File: config.mk
export PLATFORM = sky130hd
export DESIGN_NAME = chip_select_address_decoder
export DESIGN_NICKNAME = d
export VERILOG_FILES = /design/src/rtl/csd_pkg.sv /design/src/rtl/select_decode.sv /design/src/rtl/mode_switch.sv /design/src/rtl/chip_select_address_decoder.sv
export SDC_FILE = /design/constraint.sdc
export NUM_CORES = 1
export LEC_CHECK = 0
export BUFFER_PORTS_ARGS = -buffer_cell sky130_fd_sc_hd__buf_2
export CORE_AREA = 4 4 168 137
export CTS_BUF_LIST = sky130_fd_sc_hd__clkbuf_16
export DETAILED_ROUTE_END_ITERATION = 16
export DIE_AREA = 0 0 172 141
export MAX_ROUTING_LAYER = met4
export PLACE_DENSITY_LB_ADDON = 0.08
export SLEW_MARGIN = 40
export SYNTH_ARGS = -nofsm -noshare
export SYNTH_HDL_FRONTEND = slang
export SYNTH_SLANG_ARGS = --single-unit
File: constraint.sdc
create_clock -name aclk -period 3.5 [get_ports aclk]
set_clock_uncertainty 0.1 [all_clocks]
set_input_delay 0.175 -clock aclk [delete_from_list [all_inputs] [get_ports aclk]]
set_output_delay 0.175 -clock aclk [all_outputs]
set_load 0.02 [all_outputs]
File: src/rtl/csd_pkg.sv
// Shared constants and types for the chip-select address decoder
package csd_pkg;
   localparam int NSEL = 4;
   localparam int AXI_AW = 12;
   // Register indices; byte address is four times the index
   localparam logic [9:0] IDX_LOWER [NSEL] = '{10'h0a8, 10'h0ab, 10'h0ae, 10'h0b1};
   localparam logic [9:0] IDX_UPPER [NSEL] = '{10'h0a9, 10'h0ac, 10'h0af, 10'h0b2};
   localparam logic [9:0] IDX_CTL [NSEL] = '{10'h0aa, 10'h0ad, 10'h0b0, 10'h0b3};
   localparam logic [9:0] IDX_MODE [NSEL] = '{10'h0f0, 10'h0f1, 10'h0f2, 10'h0f3};
   // Reset values
   localparam logic [7:0] LOWER_RST [NSEL] = '{8'h00, 8'h00, 8'h00, 8'h00};
   localparam logic [7:0] UPPER_RST [NSEL] = '{8'hff, 8'h00, 8'h00, 8'h00};
   localparam logic [7:0] CTL_RST [NSEL] = '{8'he8, 8'h00, 8'h00, 8'h00};
   localparam logic [7:0] MODE_RST = 8'h02;
   // Field positions and writable masks
   localparam int EN_BIT = 3;
   localparam int IO_BIT = 4;
   localparam int MODE_MSB = 7;
   localparam int MODE_LSB = 6;
   localparam logic [7:0] CTL_WMASK = 8'hf8;
   localparam logic [7:0] MODE_WMASK = 8'hef;
   // Bus protocol modes
   localparam logic [1:0] MODE_NATIVE = 2'h0;
   // Bus responses
   localparam logic [1:0] RESP_OKAY = 2'h0;
   localparam logic [1:0] RESP_SLVERR = 2'h2;

   typedef struct packed {
      logic [23:0] addr;
      logic io;
   } acc_req_t;

   typedef struct packed {
      logic [7:0] lower;
      logic [7:0] upper;
      logic en;
      logic io;
   } sel_cfg_t;
endpackage : csd_pkg

File: src/rtl/select_decode.sv
// One chip-select comparator: memory range or I/O equality
`timescale 1ns/100ps
`default_nettype none
module select_decode (
   // Configuration
   input wire csd_pkg::sel_cfg_t cfg,
   // Access
   input wire csd_pkg::acc_req_t req,
   // Result
   output logic hit
);
   import csd_pkg::*;

   always_comb begin
      hit = 1'b0;
      if (cfg.en) begin
         if (cfg.io) begin
            // Upper bound not consulted here
            hit = req.io && (req.addr[15:8] == cfg.lower);
         end else begin
            hit = !req.io && (req.addr[23:16] >= cfg.lower)
               && (req.addr[23:16] <= cfg.upper);
         end
      end
   end
endmodule : select_decode
`default_nettype wire

File: src/rtl/mode_switch.sv
// Remembers the last bus mode and flags a switch penalty
`timescale 1ns/100ps
`default_nettype none
module mode_switch (
   // Clock and reset
   input wire logic aclk,
   input wire logic aresetn,
   // New access
   input wire logic take,
   input wire logic [1:0] mode,
   // Penalty for this access
   output logic penalty
);
   import csd_pkg::*;

   logic [1:0] prev_q;
   logic [1:0] prev_d;

   // Entering native mode never costs a cycle
   assign penalty = (mode != prev_q) && (mode != MODE_NATIVE);

   always_comb begin
      prev_d = prev_q;
      if (take) begin
         prev_d = mode;
      end
   end

   always_ff @(posedge aclk) begin
      if (!aresetn) begin
         prev_q <= MODE_NATIVE;
      end else begin
         prev_q <= prev_d;
      end
   end
endmodule : mode_switch
`default_nettype wire

File: src/rtl/chip_select_address_decoder.sv
// Chip-select address decoder with bus-mode switch penalty
//
// Behaviour
// - An access in a different, non-native bus mode from the last one starts one clock later.
// - Same-mode accesses and switches into native mode start with no extra clock.
// - A memory select compares address bits 23:16 against its lower bound.
// - An I/O select fires only when address bits 15:8 equal its lower bound.
// - A disabled select is never asserted.
// - All lower-bound registers reset to zero.
// - A memory select compares address bits 23:16 against its upper bound.
// - The upper bound has no effect on an I/O select.
// - Upper bound of select 0 resets to all ones, the others to zero.
// - The type bit picks memory decoding at zero and I/O decoding at one.
// - Control bit 3 enables the select.
// - Control bit 4 sets I/O type, clear means memory type.
`timescale 1ns/100ps
`default_nettype none
module chip_select_address_decoder (
   // Clock and reset
   input wire logic aclk,
   input wire logic aresetn,
   // AXI4-Lite write
   input wire logic [csd_pkg::AXI_AW-1:0] awaddr,
   input wire logic awvalid,
   output logic awready,
   input wire logic [31:0] wdata,
   input wire logic [3:0] wstrb,
   input wire logic wvalid,
   output logic wready,
   output logic [1:0] bresp,
   output logic bvalid,
   input wire logic bready,
   // AXI4-Lite read
   input wire logic [csd_pkg::AXI_AW-1:0] araddr,
   input wire logic arvalid,
   output logic arready,
   output logic [31:0] rdata,
   output logic [1:0] rresp,
   output logic rvalid,
   input wire logic rready,
   // Access request
   input wire logic acc_valid,
   input wire csd_pkg::acc_req_t acc_req,
   output logic acc_ready,
   // Access start
   output logic [csd_pkg::NSEL-1:0] select_q,
   output logic [1:0] mode_q,
   output logic start_q
);
   import csd_pkg::*;

   typedef enum logic [1:0] {
      ST_RUN = 2'b01,
      ST_GAP = 2'b10
   } acc_state_t;

   // Register file
   logic [7:0] lower_q [NSEL];
   logic [7:0] lower_d [NSEL];
   logic [7:0] upper_q [NSEL];
   logic [7:0] upper_d [NSEL];
   logic [7:0] ctl_q [NSEL];
   logic [7:0] ctl_d [NSEL];
   logic [7:0] bmode_q [NSEL];
   logic [7:0] bmode_d [NSEL];

   // Bus slave state
   logic aw_full_q, aw_full_d, w_full_q, w_full_d;
   logic [9:0] widx_q, widx_d;
   logic [7:0] wbyte_q, wbyte_d;
   logic wlane_q, wlane_d;
   logic awready_q, awready_d, wready_q, wready_d;
   logic bvalid_q, bvalid_d, arready_q, arready_d, rvalid_q, rvalid_d;
   logic [1:0] bresp_q, bresp_d, rresp_q, rresp_d;
   logic [31:0] rdata_q, rdata_d;
   logic do_write, take_ar, wr_hit, rd_hit;
   logic [7:0] rd_byte;
   logic [9:0] ridx;

   assign ridx = araddr[AXI_AW-1:2];
   assign do_write = aw_full_q && w_full_q && !bvalid_q;
   assign take_ar = arvalid && arready_q;

   always_comb begin
      lower_d = lower_q;
      upper_d = upper_q;
      ctl_d = ctl_q;
      bmode_d = bmode_q;
      wr_hit = 1'b0;
      rd_hit = 1'b0;
      rd_byte = 8'h00;
      for (int k = 0; k < NSEL; k++) begin
         if (widx_q == IDX_LOWER[k] || widx_q == IDX_UPPER[k]
            || widx_q == IDX_CTL[k] || widx_q == IDX_MODE[k]) begin
            wr_hit = 1'b1;
         end
         if (do_write && wlane_q) begin
            if (widx_q == IDX_LOWER[k]) lower_d[k] = wbyte_q;
            if (widx_q == IDX_UPPER[k]) upper_d[k] = wbyte_q;
            if (widx_q == IDX_CTL[k]) ctl_d[k] = wbyte_q & CTL_WMASK;
            if (widx_q == IDX_MODE[k]) bmode_d[k] = wbyte_q & MODE_WMASK;
         end
         // Reads are pure; nothing changes on a read
         if (ridx == IDX_LOWER[k]) begin
            rd_hit = 1'b1;
            rd_byte = lower_q[k];
         end
         if (ridx == IDX_UPPER[k]) begin
            rd_hit = 1'b1;
            rd_byte = upper_q[k];
         end
         if (ridx == IDX_CTL[k]) begin
            rd_hit = 1'b1;
            rd_byte = ctl_q[k];
         end
         if (ridx == IDX_MODE[k]) begin
            rd_hit = 1'b1;
            rd_byte = bmode_q[k];
         end
      end
   end

   always_comb begin
      aw_full_d = aw_full_q;
      w_full_d = w_full_q;
      widx_d = widx_q;
      wbyte_d = wbyte_q;
      wlane_d = wlane_q;
      bvalid_d = bvalid_q;
      bresp_d = bresp_q;
      arready_d = arready_q;
      rvalid_d = rvalid_q;
      rresp_d = rresp_q;
      rdata_d = rdata_q;
      if (awvalid && awready_q) begin
         aw_full_d = 1'b1;
         widx_d = awaddr[AXI_AW-1:2];
      end
      if (wvalid && wready_q) begin
         w_full_d = 1'b1;
         wbyte_d = wdata[7:0];
         wlane_d = wstrb[0];
      end
      if (bvalid_q && bready) begin
         bvalid_d = 1'b0;
      end
      if (do_write) begin
         aw_full_d = 1'b0;
         w_full_d = 1'b0;
         bvalid_d = 1'b1;
         bresp_d = wr_hit ? RESP_OKAY : RESP_SLVERR;
      end
      if (rvalid_q && rready) begin
         rvalid_d = 1'b0;
         arready_d = 1'b1;
      end
      if (take_ar) begin
         arready_d = 1'b0;
         rvalid_d = 1'b1;
         rdata_d = {24'h000000, rd_byte};
         rresp_d = rd_hit ? RESP_OKAY : RESP_SLVERR;
      end
      awready_d = !aw_full_d;
      wready_d = !w_full_d;
   end

   always_ff @(posedge aclk) begin
      if (!aresetn) begin
         for (int k = 0; k < NSEL; k++) begin
            lower_q[k] <= LOWER_RST[k];
            upper_q[k] <= UPPER_RST[k];
            ctl_q[k] <= CTL_RST[k];
            bmode_q[k] <= MODE_RST;
         end
         aw_full_q <= 1'b0;
         w_full_q <= 1'b0;
         widx_q <= 10'h000;
         wbyte_q <= 8'h00;
         wlane_q <= 1'b0;
         awready_q <= 1'b1;
         wready_q <= 1'b1;
         bvalid_q <= 1'b0;
         bresp_q <= RESP_OKAY;
         arready_q <= 1'b1;
         rvalid_q <= 1'b0;
         rresp_q <= RESP_OKAY;
         rdata_q <= 32'h00000000;
      end else begin
         lower_q <= lower_d;
         upper_q <= upper_d;
         ctl_q <= ctl_d;
         bmode_q <= bmode_d;
         aw_full_q <= aw_full_d;
         w_full_q <= w_full_d;
         widx_q <= widx_d;
         wbyte_q <= wbyte_d;
         wlane_q <= wlane_d;
         awready_q <= awready_d;
         wready_q <= wready_d;
         bvalid_q <= bvalid_d;
         bresp_q <= bresp_d;
         arready_q <= arready_d;
         rvalid_q <= rvalid_d;
         rresp_q <= rresp_d;
         rdata_q <= rdata_d;
      end
   end

   assign awready = awready_q;
   assign wready = wready_q;
   assign bvalid = bvalid_q;
   assign bresp = bresp_q;
   assign arready = arready_q;
   assign rvalid = rvalid_q;
   assign rresp = rresp_q;
   assign rdata = rdata_q;

   // Decode and start sequencing
   sel_cfg_t cfg [NSEL];
   logic [NSEL-1:0] raw, raw_q, raw_d, prio, pend_q, pend_d, select_d;
   logic [1:0] new_mode, pend_mode_q, pend_mode_d, mode_d;
   logic take, penalty, start_d, ready_q, ready_d;
   acc_state_t st_q, st_d;

   assign take = acc_valid && ready_q;

   for (genvar k = 0; k < NSEL; k++) begin : g_sel
      assign cfg[k] = '{lower: lower_q[k], upper: upper_q[k],
                        en: ctl_q[k][EN_BIT], io: ctl_q[k][IO_BIT]};
      select_decode u_dec (
         .cfg(cfg[k]),
         .req(acc_req),
         .hit(raw[k])
      );
   end

   // Overlapping selects: the lowest number wins
   always_comb begin
      prio = '0;
      new_mode = MODE_NATIVE;
      for (int k = NSEL - 1; k >= 0; k--) begin
         if (raw[k]) begin
            prio = '0;
            prio[k] = 1'b1;
            new_mode = bmode_q[k][MODE_MSB:MODE_LSB];
         end
      end
   end

   mode_switch u_mode (
      .aclk(aclk),
      .aresetn(aresetn),
      .take(take),
      .mode(new_mode),
      .penalty(penalty)
   );

   always_comb begin
      st_d = st_q;
      raw_d = raw_q;
      pend_d = pend_q;
      pend_mode_d = pend_mode_q;
      select_d = select_q;
      mode_d = mode_q;
      start_d = 1'b0;
      ready_d = ready_q;
      unique case (st_q)
         ST_RUN: begin
            if (take) begin
               raw_d = raw;
               if (penalty) begin
                  // Hold the access one clock for the mode change
                  pend_d = prio;
                  pend_mode_d = new_mode;
                  ready_d = 1'b0;
                  st_d = ST_GAP;
               end else begin
                  select_d = prio;
                  mode_d = new_mode;
                  start_d = 1'b1;
               end
            end
         end
         ST_GAP: begin
            select_d = pend_q;
            mode_d = pend_mode_q;
            start_d = 1'b1;
            ready_d = 1'b1;
            st_d = ST_RUN;
         end
         default: begin
            st_d = ST_RUN;
            ready_d = 1'b1;
         end
      endcase
   end

   always_ff @(posedge aclk) begin
      if (!aresetn) begin
         st_q <= ST_RUN;
         raw_q <= '0;
         pend_q <= '0;
         pend_mode_q <= MODE_NATIVE;
         select_q <= '0;
         mode_q <= MODE_NATIVE;
         start_q <= 1'b0;
         ready_q <= 1'b1;
      end else begin
         st_q <= st_d;
         raw_q <= raw_d;
         pend_q <= pend_d;
         pend_mode_q <= pend_mode_d;
         select_q <= select_d;
         mode_q <= mode_d;
         start_q <= start_d;
         ready_q <= ready_d;
      end
   end

   assign acc_ready = ready_q;

   switch_gap_a: assert property (@(posedge aclk) disable iff (!aresetn)
      take && penalty |=> !start_q && !acc_ready ##1 start_q && acc_ready)
      else $error("mode switch did not delay start by one clock");
   same_mode_a: assert property (@(posedge aclk) disable iff (!aresetn)
      take && !penalty |=> start_q && select_q == $past(prio))
      else $error("access without switch was delayed");

   for (genvar k = 0; k < NSEL; k++) begin : g_chk
      mem_low_a: assert property (@(posedge aclk) disable iff (!aresetn)
         take && !cfg[k].io && acc_req.addr[23:16] < cfg[k].lower |=> !raw_q[k])
         else $error("memory select active below lower bound");
      io_match_a: assert property (@(posedge aclk) disable iff (!aresetn)
         take && cfg[k].io && acc_req.addr[15:8] != cfg[k].lower |=> !raw_q[k])
         else $error("I/O select active without address match");
      disabled_off_a: assert property (@(posedge aclk) disable iff (!aresetn)
         take && !ctl_q[k][EN_BIT] |=> !raw_q[k] && !(start_q && select_q[k]))
         else $error("disabled select asserted");
      lower_reset_a: assert property (@(posedge aclk) disable iff (!aresetn)
         $past(!aresetn) |-> lower_q[k] == 8'h00)
         else $error("lower bound not zero after reset");
      mem_high_a: assert property (@(posedge aclk) disable iff (!aresetn)
         take && !ctl_q[k][IO_BIT] && acc_req.addr[23:16] > upper_q[k] |=> !raw_q[k])
         else $error("memory select active above upper bound");
      io_upper_a: assert property (@(posedge aclk) disable iff (!aresetn)
         take && cfg[k].en && cfg[k].io && acc_req.io
         && acc_req.addr[15:8] == cfg[k].lower |=> raw_q[k])
         else $error("I/O select missed on matching address");
      upper_reset_a: assert property (@(posedge aclk) disable iff (!aresetn)
         $past(!aresetn) |-> upper_q[k] == ((k == 0) ? 8'hff : 8'h00))
         else $error("upper bound reset value wrong");
      mem_range_a: assert property (@(posedge aclk) disable iff (!aresetn)
         take && cfg[k].en && !cfg[k].io && !acc_req.io
         && acc_req.addr[23:16] >= cfg[k].lower
         && acc_req.addr[23:16] <= cfg[k].upper |=> raw_q[k])
         else $error("memory select missed inside range");
      bound_write_a: assert property (@(posedge aclk) disable iff (!aresetn)
         do_write && wlane_q && widx_q == IDX_UPPER[k] |=> upper_q[k] == $past(wbyte_q))
         else $error("upper bound did not take written value");
   end
endmodule : chip_select_address_decoder
`default_nettype wire

# ---- After elaboration in Yosys (flattened, before gate mapping)
# Cells that the tools add are included.
dict set report classes {
  magnitude_cmp 8
  n_eq_ne 41
  n_mux 73
  n_reduce_logical 62
}
# operator count
set op_table {}
lappend op_table {{10-bit by 8-bit == test with 1-bit output, second input constant} 32}
lappend op_table {{8-bit two-way mux} 16}
lappend op_table {{1-bit two-way mux} 40}
lappend op_table {{2-bit AND reduction} 18}
lappend op_table {{8-bit == test} 4}
lappend op_table {{8-bit >= comparator} 4}
lappend op_table {{8-bit <= comparator} 4}
lappend op_table {{4-bit two-way mux} 6}
lappend op_table {{1-bit logical AND} 22}
lappend op_table {{2-bit two-way mux} 8}
lappend op_table {{1-bit logical OR} 12}
lappend op_table {{4-bit one-hot mux with 2 select lines} 1}
lappend op_table {{2-bit nonzero test} 4}
lappend op_table {{3-bit AND reduction} 2}
lappend op_table {{1-bit logical NOT} 4}
lappend op_table {{2-bit inequality test, second input constant} 2}
lappend op_table {{2-bit one-hot mux with 2 select lines} 1}
lappend op_table {{2-bit by 1-bit == test with 1-bit output, second input constant} 1}
lappend op_table {{2-bit == test, second input constant} 1}
lappend op_table {{2-bit inequality test} 1}
lappend op_table {{1-bit one-hot mux with 2 select lines} 1}
dict set report word_totals {
  register_bits 168
  inputBits 93
  out_inout_bits 49
}

# ---- Logic depth before layout (Yosys ltp)
dict set report logic_depth {
  depth_word 18
  depth_mapped 13
}

# ---- Modules after synthesis
# A second synthesis with hierarchy kept.
dict set report unflattened {
  cells_unflattened 1238
  hier_area_um2 9934.5
}
# module n_inst cells_each area_each_um2 seq_area_each_um2
set by_module_without_submodules {}
lappend by_module_without_submodules {chip_select_address_decoder 1 947 7763.7 3263.1}
lappend by_module_without_submodules {select_decode 4 70 518.0 0.0}
lappend by_module_without_submodules {mode_switch 1 11 98.8 40.0}

# ---- Worst setup path before layout
# No wires, ideal clock.
dict set report synth_path {
  path_type {reg2reg}
  from {reg upper_q, in the netlist cfg[62]}
  to {reg mode_q[0]}
  setup_time_ns 0.072
  t_arrival_ns 2.804
  t_required_ns 3.328
  setup_slack_ns 0.524
  path_stages_with_launch 13
  path_buffers 0
  period_less_slack_ns 2.976
  cell_sequence {dfxtp_1 inv_1 ha_1 a21o_1 a221oi_2 a21oi_1 nor4_1 a41oi_2 mux2i_1 a31oi_4 or4b_4 nand3_4 mux2i_1}
}
dict set report synth_via {
  elab_chain_cells 9
  word_cells_on_any_way 13
  cone_classes {order compare: 1; eq/ne: 2; mux: 6; reduce/logical: 4}
}
# element line_no
set synth_lines {}
lappend synth_lines {{from (decl)} chip_select_address_decoder.sv:60} ;# logic [7:0] upper_q [NSEL];
lappend synth_lines {{from (signal, indexed assignment)} chip_select_address_decoder.sv:171} ;# upper_q[k] <= UPPER_RST[k];
lappend synth_lines {{from (signal assigned)} chip_select_address_decoder.sv:190} ;# upper_q <= upper_d;
lappend synth_lines {{8-bit <= comparator *} select_decode.sv:22} ;# && (req.addr[23:16] <= cfg.upper);
lappend synth_lines {{1-bit logical AND *} select_decode.sv:22}
lappend synth_lines {{1-bit two-way mux *} select_decode.sv:17} ;# if (cfg.io) begin
lappend synth_lines {{1-bit two-way mux *} select_decode.sv:16} ;# if (cfg.en) begin
lappend synth_lines {{2-bit two-way mux *} chip_select_address_decoder.sv:242} ;# if (raw[k]) begin
lappend synth_lines {{2-bit inequality test / 2-bit nonzero test (equally long branches)} mode_switch.sv:20} ;# assign penalty = (mode != prev_q) && (mode != MODE_NATIVE);
lappend synth_lines {{1-bit logical AND} mode_switch.sv:20}
lappend synth_lines {{2-bit inequality test (no source line)} n/a}
lappend synth_lines {{3-bit AND reduction (no source line)} n/a}
lappend synth_lines {{to (signal assigned)} chip_select_address_decoder.sv:314} ;# mode_q <= mode_d;
lappend synth_lines {{to (decl)} chip_select_address_decoder.sv:47} ;# output logic [1:0] mode_q,
# Mark *: on every way between the ends. The rest lies on a longest branch, timed or not. The select of a mux whose other input is x is not followed.
# A chain may end at the register's enable or synchronous reset.

# ---- Final worst setup path
dict set report layout_path {
  from {reg upper_q, in the netlist cfg[40]}
  to {reg pend_q[3]}
}
dict set report layout_via {
  elab_chain_cells 9
  word_cells_on_any_way 12
  cone_classes {order compare: 1; eq/ne: 1; mux: 6; reduce/logical: 4}
}
# element line_no
set layout_lines {}
lappend layout_lines {{8-bit <= comparator *} select_decode.sv:22}
lappend layout_lines {{1-bit logical AND *} select_decode.sv:22}
lappend layout_lines {{1-bit two-way mux *} select_decode.sv:17}
lappend layout_lines {{1-bit two-way mux *} select_decode.sv:16}
lappend layout_lines {{2-bit two-way mux (2 in a row)} chip_select_address_decoder.sv:242}
lappend layout_lines {{2-bit inequality test / 2-bit nonzero test (equally long branches)} mode_switch.sv:20}
lappend layout_lines {{1-bit logical AND} mode_switch.sv:20}
lappend layout_lines {{3-bit AND reduction (no source line)} n/a}
lappend layout_lines {{to (signal assigned)} chip_select_address_decoder.sv:311} ;# pend_q <= pend_d;
lappend layout_lines {{to (decl)} chip_select_address_decoder.sv:220} ;# logic [NSEL-1:0] raw, raw_q, raw_d, prio, pend_q, pend_d, select_d;
# Mark *: on every way between the ends. The rest lies on a longest branch, timed or not.

==> flow_summary.toml <==
[run_status]
status = "finished, final reports clean"

[timing]
clock.fmax_mhz = 298
hold_viol = 0
maxSlewHeadroom_pct = 45.9
finalCritPeriodShare_pct = 95.9
whs_ps = 62.8
slew_violations = 0
worstMarginPinSlew_ps = 811
setup_violations = 0
min_period_ps = 3360

[clocking]
numCtsBuffers = 17
insertion_delay_ps = 440
htreeDepth = 4
cts_buffer_depth = 2
cts_sinks = 165
root_buffer = "clkbuf_16"
path_clk_slew_ps = 70
cts_tree = "yes"

[floorplan]
rows = 48
die_area_um2 = 24300
core-area_um2 = 21400
die_h_um = 141
num_io_pins = 142
chipWidth_um = 172
start_util_pct = 44.2

[detailed_routing]
viasPerCell = 5.57
drcViolationCount = 0
wl_met2_um = 13600
vias = 8948
wl_per_cell_um = 20.7
postRouteAntennaNets = 0
drt-met1-wl_um = 15700
routed.top_layer = "met4"
wl_met3_um = 3290
dr.pass1.iters = 6
routed_wl_um = 33200
drtIter0Drc = 909

[place]
port_buffers = 76
gp_congestion = 1.07
hpwl_um = 24200
post_dp_cell_area_um2 = 10200

[cells_and_area]
final_common_cell = "nand2_1"
final_cell_area_um2 = 11200
multiInputGateArea_um2 = 5560
fin_nets = 1477
drive_gt1_share_pct = 14.9
regArea_um2 = 3310
n_antenna_cell = 0
syn_to_final_growth_pct = 18.0
layout_common_cells = "nand2_1, dfxtp_1, a21oi_1"
n_fill_cell = 2085

[grt]
grt_pass1_wl_um = 49700
grt_pass1_vias = 8081
overflow = 0
grt_max_degree = 55
antenna_found_initial = 0
grt_usage_pct = 27.9

[worst_setup_path]
worst_r2r_path_depth = 14
endpoint_kind = "register"
cp.arrival_ps = 3620
worstPathMaxFanout = 7
worstSetupStartpointType = "register"
cp_data_required_time_ps = 3770
criticalPathCategory = "register to register"

[synthesis]
syn_area_per_cell_um2 = 7.83
syn_inst = 1207
syn-cell-area_um2 = 9460
synth.distinct_cells = 75
yosysWarnings = 0
seq_area_frac_synth_pct = 34.9
ys_seq_elements = 165
async_flop_share_pct = 0
synth_ff_type = "dfxtp_1"
synth_edf_count = 0

[flow_run]
maxCapViolCount = 0

[worst_hold_path]
holdPathStages = 3
hold_path_class = "primary input to register"

[power]
leakage_nw = 4.33
powerDensity_nw_per_um2 = 409
peakVddDrop_uv = 304
-- synth_stat cells, types with 3 or more instances --
library cell	instances	share of area [%]
nand2_1	280	11
dfxtp_1	165	35
a21oi_1	139	7.4
inv_1	73	2.9
nor2_1	71	2.8
ha_1	66	8.7
clkbuf_1	45	1.8
mux2i_1	45	4.8
nand3_1	35	1.9
xnor2_1	30	2.8
buf_4	26	2.1
o21ai_0	20	1.1
nand4_1	16	1.1
nor3_1	15	0.79
o211ai_1	12	0.95
a22oi_1	11	0.87
a221oi_1	10	0.93
a211oi_1	9	0.71
and3_1	9	0.60
nand2b_1	8	0.53
nor2b_1	8	0.53
nor4_1	7	0.46
buf_6	6	0.71
a21o_1	5	0.40
buf_1	5	0.20
a222oi_1	4	0.42
a31oi_1	4	0.26
and2_1	4	0.26
o21a_1	4	0.32
or2_2	4	0.26
or3_1	4	0.26
a2111oi_0	3	0.28
mux4_2	3	0.71
o21ai_1	3	0.16
o221ai_1	3	0.28
o22ai_1	3	0.20
-- worst paths after layout --
check	from	to	slack, ps
setup / recovery	cfg[40]	pend_q[3]	140
hold / removal	aresetn	bmode_q[15]	60
setup reg to reg	cfg[40]	pend_q[3]	140
hold reg to reg	cfg[27]	cfg[27]	350
-- cell families (layout without fill, tap and decap cells) --
| logic type | after synthesis | count (layout) | synth area share, % |
|---|---|---|---|
| AND/OR/NAND/NOR | 475 | 475 | 22.0 |
| AO/OA/AOI/OAI | 260 | 260 | 17.8 |
| flip-flops | 165 | 165 | 34.9 |
| buffers and inverters | 158 | 257 | 7.81 |
| adder cells (fa/ha/maj) | 66 | 66 | 8.73 |
| multiplexers | 50 | 50 | 5.72 |
| XOR/XNOR | 32 | 32 | 2.96 |
| other | 1 | 26 | 0.0397 |
-- metrics by stage --
step | setup TNS, ps | std cells | total power [W] | setup WS, ps | util (%)
2_1_floorplan | 0 | 1232 | 0.00233 | 524 | -
4_1_cts | 0 | 1604 | 0.00457 | 35.4 | 51.9
3_3_place_gp | 0 | 1550 | 0.00248 | 113 | 47.8
6_report | 0 | 1606 | 0.00456 | 143 | 52.2
3_5_place_dp | 0 | 1550 | 0.00249 | 23.1 | 47.8
5_1_grt | -33.4 | 1606 | 0.00472 | -14.7 | 52.2
-- flip-flops by register name (all words and copies together) (netlist names) --
| register | flops |
|---|---|
| wlane_q | 1 |
| w_full_q | 1 |
| pend_q | 4 |
| cfg | 72 |
| start_q | 1 |
| bresp | 1 |
| bvalid | 1 |
| awready | 1 |
| rvalid | 1 |
| rresp | 1 |
| widx_q | 10 |
| u_mode.prev_q | 2 |
| pend_mode_q | 2 |
| rdata | 8 |
| aw_full_q | 1 |
| arready | 1 |
| mode_q | 2 |
| st_q | 2 |
| ctl_q | 12 |
| bmode_q | 28 |
| select_q | 4 |
| wready | 1 |
| wbyte_q | 8 |
-- where the power goes --
group	leakage, nW	internal (W)	total (W)	switching, W
clock	0.315	0.00122	0.00208	0.000868
sequential	1.34	0.00191	0.00198	0.0000692
combinational	2.68	0.000190	0.000497	0.000308
total	4.33	0.00332	0.00456	0.00124
-- critical path, cell delays in order (launching register included) --
cell and delay (ps):
dfxtp_1 370, inv_1 60, ha_1 300, a21oi_1 160, o221ai_1 140, a41o_1 290
o31ai_4 570, nand2b_2 110, mux2i_2 220, a31oi_4 60, buf_4 180, o21ai_1 160
a32o_1 240, buf_12 140, mux2i_1 180
-- metal layers --
layer  global-route usage, %  up-vias
met5                       -        -
met4                    6.58        0
met3                    6.73       40
met2                    37.6      396
met1                    41.6     4163
li1                        -     4349
-- repair_timing --
item / in CTS / in global routing
setup buffers: 0 / 2
setup endpoints to repair: 0 / 12
hold endpoints to repair: 26 / 0
resized for setup: 0 / 7
hold buffers: 22 / 0
-- cell type report --
type	count	share of cell area (%)
clock buffer	17	3.81
tap	275	3.08
clock inverter	15	2.00
timing repair buffer	151	9.06
multi-input combinational	909	49.9
inverter	74	2.51
sequential	165	29.7
(Power assumes the default switching activity.)
